$ cat config.mk
export PLATFORM = sky130hd
export DESIGN_NAME = iobp_exec
export DESIGN_NICKNAME = d
export VERILOG_FILES = /design/src/iobp_pkg.sv /design/src/iobp_alu_if.sv /design/src/iobp_alu.sv /design/src/iobp_exec.sv
export SDC_FILE = /design/constraint.sdc
export NUM_CORES = 1
export LEC_CHECK = 0
export ABC_CLOCK_PERIOD_IN_PS = 8450
export BUFFER_PORTS_ARGS = -buffer_cell sky130_fd_sc_hd__buf_2
export CAP_MARGIN = 15
export CORE_MARGIN = 2
export CORE_UTILIZATION = 57
export CTS_BUF_LIST = sky130_fd_sc_hd__clkbuf_16
export CTS_CLUSTER_DIAMETER = 40
export DETAILED_ROUTE_END_ITERATION = 16
export PLACE_DENSITY = 0.9
export REMOVE_ABC_BUFFERS = 1
export SLEW_MARGIN = 20
export SYNTH_ARGS = -nofsm -noshare
export SYNTH_HDL_FRONTEND = slang
export SYNTH_SLANG_ARGS = --single-unit
$ cat constraint.sdc
create_clock -name clk_sys -period 8.45 [get_ports clk_sys]
set_clock_uncertainty 0.1 [all_clocks]
set_input_delay 1.2675 -clock clk_sys [delete_from_list [all_inputs] [get_ports clk_sys]]
set_output_delay 1.2675 -clock clk_sys [all_outputs]
set_load 0.005 [all_outputs]
$ cat src/iobp_pkg.sv
// constants, types and field helpers shared by the or/pack execution block
package iobp_pkg;

   // -------------------------------------------------------------
   // opcode decode
   // -------------------------------------------------------------
   localparam logic [15:0] IOBP_OPC_CCB = 16'h003C;
   localparam logic [15:0] IOBP_OPC_SW = 16'h007C;
   localparam logic [7:0] IOBP_IMOR_HI = 8'h00;
   localparam logic [3:0] IOBP_PACK_TOP = 4'h8;
   localparam logic [4:0] IOBP_PACK_MID = 5'h14;
   localparam int IOBP_HI_LSB = 8;
   localparam int IOBP_TOP_LSB = 12;
   localparam int IOBP_MID_LSB = 4;
   localparam int IOBP_SIZE_LSB = 6;
   localparam int IOBP_MODE_LSB = 3;
   localparam int IOBP_DREG_LSB = 9;
   localparam int IOBP_RM_BIT = 3;

   // -------------------------------------------------------------
   // operation sizes and addressing modes
   // -------------------------------------------------------------
   localparam logic [1:0] IOBP_SZ_BYTE = 2'b00;
   localparam logic [1:0] IOBP_SZ_WORD = 2'b01;
   localparam logic [1:0] IOBP_SZ_LONG = 2'b10;
   localparam logic [2:0] IOBP_MODE_AREG = 3'b001;
   localparam logic [2:0] IOBP_MODE_EXT = 3'b111;
   localparam logic [2:0] IOBP_REG_ABS_W = 3'b000;
   localparam logic [2:0] IOBP_REG_ABS_L = 3'b001;

   // -------------------------------------------------------------
   // flag positions in the condition code byte, address step and status reset value
   // -------------------------------------------------------------
   localparam int IOBP_FLAG_C = 0;
   localparam int IOBP_FLAG_V = 1;
   localparam int IOBP_FLAG_Z = 2;
   localparam int IOBP_FLAG_N = 3;
   localparam int IOBP_FLAG_X = 4;
   localparam logic [31:0] IOBP_ADDR_STEP = 32'h0000_0001;
   localparam logic [15:0] IOBP_STATUS_RESET = 16'h0000;

   typedef enum logic [1:0] {ST_IDLE, ST_RD_LO, ST_RD_HI, ST_WR} iobp_state_t;

   function automatic logic [2:0] iobp_fld3(input logic [15:0] op, input int lsb);
      iobp_fld3 = op[lsb +: 3];
   endfunction

   function automatic logic [1:0] iobp_size(input logic [15:0] op);
      iobp_size = op[IOBP_SIZE_LSB +: 2];
   endfunction

endpackage

$ cat src/iobp_alu_if.sv
// signals between the sequencing logic and the combinational datapath
`timescale 1ns/100ps
interface iobp_alu_if;
   logic [1:0] size;
   logic [15:0] ext0;
   logic [15:0] ext1;
   logic [31:0] dst;
   logic [15:0] pack_src;
   logic [31:0] or_res;
   logic res_neg;
   logic res_zero;
   logic [7:0] pack_byte;

   modport alu (input size, ext0, ext1, dst, pack_src,
                output or_res, res_neg, res_zero, pack_byte);
   modport ctl (output size, ext0, ext1, dst, pack_src,
                input or_res, res_neg, res_zero, pack_byte);
endinterface

$ cat src/iobp_alu.sv
// combinational datapath: sized immediate or with flags, and bcd pack
`timescale 1ns/100ps
module iobp_alu
(
   iobp_alu_if.alu a
);
   import iobp_pkg::*;

   logic [15:0] sum;

   // -------------------------------------------------------------
   // sized or and flag results
   // -------------------------------------------------------------
   always_comb
   begin
      sum = a.pack_src + a.ext0;
      a.pack_byte = {sum[11:8], sum[3:0]};
      a.or_res = a.dst;
      a.res_neg = 1'b0;
      a.res_zero = 1'b0;
      unique case (a.size)
         IOBP_SZ_BYTE:
         begin
            // immediate is the low byte of one extension word
            a.or_res[7:0] = a.dst[7:0] | a.ext0[7:0];
            a.res_neg = a.or_res[7];
            a.res_zero = (a.or_res[7:0] == 8'h00);
         end
         IOBP_SZ_WORD:
         begin
            a.or_res[15:0] = a.dst[15:0] | a.ext0;
            a.res_neg = a.or_res[15];
            a.res_zero = (a.or_res[15:0] == 16'h0000);
         end
         default:
         begin
            // long: first extension word is the high half
            a.or_res = a.dst | {a.ext0, a.ext1};
            a.res_neg = a.or_res[31];
            a.res_zero = (a.or_res == 32'h0000_0000);
         end
      endcase
   end
endmodule

$ cat src/iobp_exec.sv
// execution unit for immediate or (data, condition byte, status word) and bcd pack
`timescale 1ns/100ps
module iobp_exec
(
   input wire logic clk_sys,
   input wire logic resetn,
   input wire logic start,
   input wire logic [15:0] opcode,
   input wire logic [15:0] ext_word0,
   input wire logic [15:0] ext_word1,
   input wire logic [31:0] dest_operand,
   input wire logic [31:0] src_operand,
   input wire logic [31:0] src_addr,
   input wire logic [31:0] dst_addr,
   input wire logic [15:0] status_in,
   input wire logic supervisor_state,
   input wire logic [7:0] mem_rdata,
   input wire logic mem_ack,
   output logic busy,
   output logic done,
   output logic result_we,
   output logic [31:0] result,
   output logic status_we,
   output logic [15:0] status_out,
   output logic priv_trap,
   output logic illegal_op,
   output logic mem_rd_req,
   output logic mem_wr_req,
   output logic [31:0] mem_addr,
   output logic [7:0] mem_wdata,
   output logic addr_we,
   output logic [31:0] src_addr_new,
   output logic [31:0] dst_addr_new
);
   import iobp_pkg::*;

   iobp_alu_if alu_bus();

   iobp_state_t state_reg, state_next;
   logic done_reg, done_next;
   logic result_we_reg, result_we_next;
   logic [31:0] result_reg, result_next;
   logic status_we_reg, status_we_next;
   logic [15:0] status_reg, status_next;
   logic trap_reg, trap_next;
   logic illegal_reg, illegal_next;
   logic rd_reg, rd_next;
   logic wr_reg, wr_next;
   logic [31:0] maddr_reg, maddr_next;
   logic [7:0] wdata_reg, wdata_next;
   logic addr_we_reg, addr_we_next;
   logic [31:0] sa_reg, sa_next;
   logic [31:0] da_reg, da_next;
   logic [7:0] lo_reg, lo_next;
   logic [7:0] hi_reg, hi_next;
   logic [15:0] adj_reg, adj_next;

   logic is_imor, is_ccb, is_sw, is_pack, ea_ok;
   logic [2:0] ea_mode, ea_reg;

   // -------------------------------------------------------------
   // instruction decode
   // -------------------------------------------------------------
   assign ea_mode = iobp_fld3(opcode, IOBP_MODE_LSB);
   assign ea_reg = iobp_fld3(opcode, 0);
   assign is_ccb = (opcode == IOBP_OPC_CCB);
   assign is_sw = (opcode == IOBP_OPC_SW);
   assign is_imor = (opcode[15:IOBP_HI_LSB] == IOBP_IMOR_HI) && !is_ccb && !is_sw;
   assign is_pack = (opcode[15:IOBP_TOP_LSB] == IOBP_PACK_TOP)
                    && (opcode[IOBP_HI_LSB:IOBP_MID_LSB] == IOBP_PACK_MID);
   // data alterable only: no address register, no immediate or pc-relative
   assign ea_ok = (ea_mode != IOBP_MODE_AREG)
                  && ((ea_mode != IOBP_MODE_EXT)
                      || (ea_reg == IOBP_REG_ABS_W) || (ea_reg == IOBP_REG_ABS_L));

   // -------------------------------------------------------------
   // datapath hookup; memory pack uses the latched adjustment
   // -------------------------------------------------------------
   assign alu_bus.size = iobp_size(opcode);
   assign alu_bus.ext0 = (state_reg == ST_IDLE) ? ext_word0 : adj_reg;
   assign alu_bus.ext1 = ext_word1;
   assign alu_bus.dst = dest_operand;
   assign alu_bus.pack_src = (state_reg == ST_IDLE) ? src_operand[15:0] : {hi_reg, lo_reg};

   iobp_alu u_alu
   (
      .a(alu_bus.alu)
   );

   // -------------------------------------------------------------
   // next-state and result computation
   // -------------------------------------------------------------
   always_comb
   begin
      state_next = state_reg;
      done_next = 1'b0;
      result_we_next = 1'b0;
      result_next = result_reg;
      status_we_next = 1'b0;
      status_next = status_reg;
      trap_next = 1'b0;
      illegal_next = 1'b0;
      rd_next = rd_reg;
      wr_next = wr_reg;
      maddr_next = maddr_reg;
      wdata_next = wdata_reg;
      addr_we_next = 1'b0;
      sa_next = sa_reg;
      da_next = da_reg;
      lo_next = lo_reg;
      hi_next = hi_reg;
      adj_next = adj_reg;
      unique case (state_reg)
         ST_IDLE:
         begin
            // start while busy is ignored: only idle looks at it
            if (start)
            begin
               status_next = status_in;
               if (is_ccb)
               begin
                  // only the low byte can change
                  status_next[7:0] = status_in[7:0] | ext_word0[7:0];
                  status_we_next = 1'b1;
                  done_next = 1'b1;
               end
               else if (is_sw)
               begin
                  if (supervisor_state)
                  begin
                     status_next = status_in | ext_word0;
                     status_we_next = 1'b1;
                  end
                  else
                     trap_next = 1'b1;
                  done_next = 1'b1;
               end
               else if (is_imor)
               begin
                  if (ea_ok && (iobp_size(opcode) != 2'b11))
                  begin
                     result_next = alu_bus.or_res;
                     result_we_next = 1'b1;
                     status_next[IOBP_FLAG_N] = alu_bus.res_neg;
                     status_next[IOBP_FLAG_Z] = alu_bus.res_zero;
                     status_next[IOBP_FLAG_V] = 1'b0;
                     status_next[IOBP_FLAG_C] = 1'b0;
                     status_we_next = 1'b1;
                  end
                  else
                     illegal_next = 1'b1;
                  done_next = 1'b1;
               end
               else if (is_pack && !opcode[IOBP_RM_BIT])
               begin
                  // register form; flags are never written by pack
                  result_next = {dest_operand[31:8], alu_bus.pack_byte};
                  result_we_next = 1'b1;
                  done_next = 1'b1;
               end
               else if (is_pack)
               begin
                  adj_next = ext_word0;
                  sa_next = src_addr - IOBP_ADDR_STEP;
                  da_next = dst_addr;
                  maddr_next = src_addr - IOBP_ADDR_STEP;
                  rd_next = 1'b1;
                  state_next = ST_RD_LO;
               end
               else
               begin
                  illegal_next = 1'b1;
                  done_next = 1'b1;
               end
            end
         end
         ST_RD_LO:
         begin
            // first byte read is the low half of the word
            if (mem_ack)
            begin
               lo_next = mem_rdata;
               sa_next = sa_reg - IOBP_ADDR_STEP;
               maddr_next = sa_reg - IOBP_ADDR_STEP;
               state_next = ST_RD_HI;
            end
         end
         ST_RD_HI:
         begin
            if (mem_ack)
            begin
               hi_next = mem_rdata;
               rd_next = 1'b0;
               state_next = ST_WR;
            end
         end
         ST_WR:
         begin
            // write request rises one cycle after the last read
            if (!wr_reg)
            begin
               da_next = da_reg - IOBP_ADDR_STEP;
               maddr_next = da_reg - IOBP_ADDR_STEP;
               wdata_next = alu_bus.pack_byte;
               wr_next = 1'b1;
            end
            else if (mem_ack)
            begin
               wr_next = 1'b0;
               addr_we_next = 1'b1;
               done_next = 1'b1;
               state_next = ST_IDLE;
            end
         end
      endcase
   end

   // -------------------------------------------------------------
   // state registers
   // -------------------------------------------------------------
   always_ff @(posedge clk_sys or negedge resetn)
   begin
      if (!resetn)
      begin
         state_reg <= ST_IDLE;
         done_reg <= 1'b0;
         result_we_reg <= 1'b0;
         result_reg <= 32'h0000_0000;
         status_we_reg <= 1'b0;
         status_reg <= IOBP_STATUS_RESET;
         trap_reg <= 1'b0;
         illegal_reg <= 1'b0;
         rd_reg <= 1'b0;
         wr_reg <= 1'b0;
         maddr_reg <= 32'h0000_0000;
         wdata_reg <= 8'h00;
         addr_we_reg <= 1'b0;
         sa_reg <= 32'h0000_0000;
         da_reg <= 32'h0000_0000;
         lo_reg <= 8'h00;
         hi_reg <= 8'h00;
         adj_reg <= 16'h0000;
      end
      else
      begin
         state_reg <= state_next;
         done_reg <= done_next;
         result_we_reg <= result_we_next;
         result_reg <= result_next;
         status_we_reg <= status_we_next;
         status_reg <= status_next;
         trap_reg <= trap_next;
         illegal_reg <= illegal_next;
         rd_reg <= rd_next;
         wr_reg <= wr_next;
         maddr_reg <= maddr_next;
         wdata_reg <= wdata_next;
         addr_we_reg <= addr_we_next;
         sa_reg <= sa_next;
         da_reg <= da_next;
         lo_reg <= lo_next;
         hi_reg <= hi_next;
         adj_reg <= adj_next;
      end
   end

   // -------------------------------------------------------------
   // outputs
   // -------------------------------------------------------------
   assign busy = (state_reg != ST_IDLE);
   assign done = done_reg;
   assign result_we = result_we_reg;
   assign result = result_reg;
   assign status_we = status_we_reg;
   assign status_out = status_reg;
   assign priv_trap = trap_reg;
   assign illegal_op = illegal_reg;
   assign mem_rd_req = rd_reg;
   assign mem_wr_req = wr_reg;
   assign mem_addr = maddr_reg;
   assign mem_wdata = wdata_reg;
   assign addr_we = addr_we_reg;
   assign src_addr_new = sa_reg;
   assign dst_addr_new = da_reg;
endmodule

==> impl_metrics.tcl <==
set metrics [dict create \
    syn_avg_cell_area_sq_um 8.86 \
    synth_edf_count 0 \
    fmax_mhz 246 \
    drcViolationCount 0 \
    synth_flop_cell "dfrtp_1" \
    track_usage 0.365 \
    port_buffers 345 \
    critPathArrivalTime_ns 4.25 \
    drt_first_pass_iters 5 \
    grt_pass1_wl_um 63200 \
    nets 1866 \
    num_io_pins 366 \
    ys_types 76 \
    cts_buffers 17 \
    synth_area_leaders "dfrtp_1 40%, mux2_2 6.2%, a21oi_1 5.6%, o21ai_0 4.5%, nor2_1 3.9%" \
    timing_worst_slew_pin_value_ns 1.04 \
    yosysTopAreaCell "dfrtp_1" \
    clk_latency_ns 0.45 \
    cts_setup_buffers 0 \
    synth_top_area_frac 0.397 \
    ys_ff_latch 190 \
    timing.hold.ws_ns 0.384 \
    rsz0062_at_grt "false" \
    tritoncts "yes" \
    fp.dieH_um 149 \
    reg2reg_slack_ns 4.47 \
    holdBufCountCts 0 \
    slew_headroom 0.302 \
    p_leak_uw 0.00653 \
    start_kind "input pin" \
    first_iter_violations 1355 \
    globalplace.congestion 0.937 \
    grt-ovfl-total 0 \
    min_from "mem_addr[14]" \
    worstReg2RegStart "state_reg[0]" \
    antenna_left 0 \
    drv_cap 0 \
    viasPerCell 6.37 \
    min_period_ns 4.06 \
    status "finished, final reports clean" \
    area_growth_pct 20.5 \
    clock_sinks 190 \
    setup_viol 0 \
    cts_root_buf "clkbuf_16" \
    yosysSeqAreaShare 0.397 \
    syn-cell-area_sq_um 12000 \
    endpoint_kind "flip-flop" \
    path_max_fanout 27 \
    critical_path_class "input pin to flip-flop" \
    grt_pass1_vias 11400 \
    finalMaxSlewViolations 0 \
    final_util 0.692 \
    grt_max_degree 114 \
    powerDensity_nw_per_um2 368 \
    syn_inst 1350 \
    layout-drive-gt1-share 0.298 \
    fin_setup_tns_ns 0 \
    cts_resized 0 \
    peakVddDrop_mv 0.257 \
    num_rows 53 \
    vias 12300 \
    fp.dieArea_sq_um 22200 \
    die_w_um 149 \
    crit_start "opcode[7]" \
    dp_hpwl_um 30400 \
    required_ns 8.64 \
    clk_pin_slew_ns 0.08 \
    routed_wl_um 41000 \
    holdCritPathClass "flip-flop to flip-flop" \
    min_period_over_period 0.480 \
    async_reset_ff_frac 1.00 \
    antenna_found_initial 3 \
    cts.path.max_buffers 2 \
    wl_per_cell_um 21.2 \
    initial_core_util 0.575 \
    core-area_sq_um 20800 \
    finalHoldViolations 0 \
    synth_warnings 0 \
    htree_levels 4 \
]
[synthesized netlist by cell type (8+ instances only)]
master / instances
nand3_1: 25
and3_1: 8
mux2_2: 66
a22oi_1: 20
xnor2_1: 38
clkbuf_1: 55
a21oi_1: 133
nor4_1: 36
nor3_1: 50
nand4_1: 13
nand2_1: 115
o21ai_0: 107
or4_1: 14
dfrtp_1: 190
a221o_1: 13
o22ai_1: 26
ha_1: 18
or3_1: 26
buf_2: 18
inv_1: 26
a31oi_1: 14
nand2b_1: 12
mux2i_1: 19
nor2_1: 125
xor2_1: 44
[worst paths after layout]
path / endpoint / cells past startpoint
min reg2reg: mem_addr[14] / 2
min in group asynchronous: status_out[12] / 1
max in group asynchronous: mem_addr[16] / 3
max: src_addr_new[7] / 7
max reg2reg: result[6] / 13
min: mem_addr[14] / 2
[placed cells by master (no fill, tap or decap), drive strengths merged, types with 38 or more instances in the layout]
cell,count
nor2,125
nor4,42
dfrtp,190
a21oi,133
xor2,44
xnor2,38
o21ai,107
buf,356
nor3,53
nand2,115
mux2,66
[final cells by class]
cell class,count,area (sq um)
tap,275,344
sequential,190,4750
multi-input combinational,1049,6760
clock inverter,15,176
antenna,3,7.51
inverter,27,101
timing repair buffer,357,1850
fill,1622,6400
clock buffer,17,425
[where the power goes]
part / internal, uW / switching (uW)
Clock: 424 / 407
Sequential: 1270 / 424
Combinational: 1140 / 1640
[through the flow]
| step | std cells | setup WS (ns) | area [sq um] | power, uW |
|---|---|---|---|---|
| 2_1_floorplan | 1266 | 3.52 | 11600 | 3300 |
| 3_3_place_gp | 1897 | 4.03 | 13800 | 4300 |
| 3_5_place_dp | 1897 | 4.00 | 13800 | 4410 |
| 4_1_cts | 1929 | 4.44 | 14400 | 5250 |
| 5_1_grt | 1932 | 4.20 | 14400 | 5650 |
| 6_report | 1933 | 4.39 | 14400 | 5310 |
[cell families after synthesis]
kind of cell,share of synthesized area
flops,0.397
mux,0.0780
xor+xnor,0.0600
fa+ha+maj,0.0205
buf+inv,0.0398
simple gates,0.204
compound gates,0.200
[metal layers]
metal | GRT usage | vias to the layer above | wire length [um]
li1 | - | 5559 | -
met1 | 0.465 | 5846 | 15200
met2 | 0.601 | 775 | 19700
met3 | 0.0792 | 126 | 4240
met4 | 0.159 | 2 | 1750
met5 | 0 | - | 9
[critical path: stages]
cell       delay (ns)
buf_2            0.26
nand2b_1         0.37
o41ai_4          0.56
nand2_1          0.71
nor2_1           0.78
o2bb2ai_1        0.22
a21oi_1          0.06
Note: power is estimated with default switching activity, not from simulation.
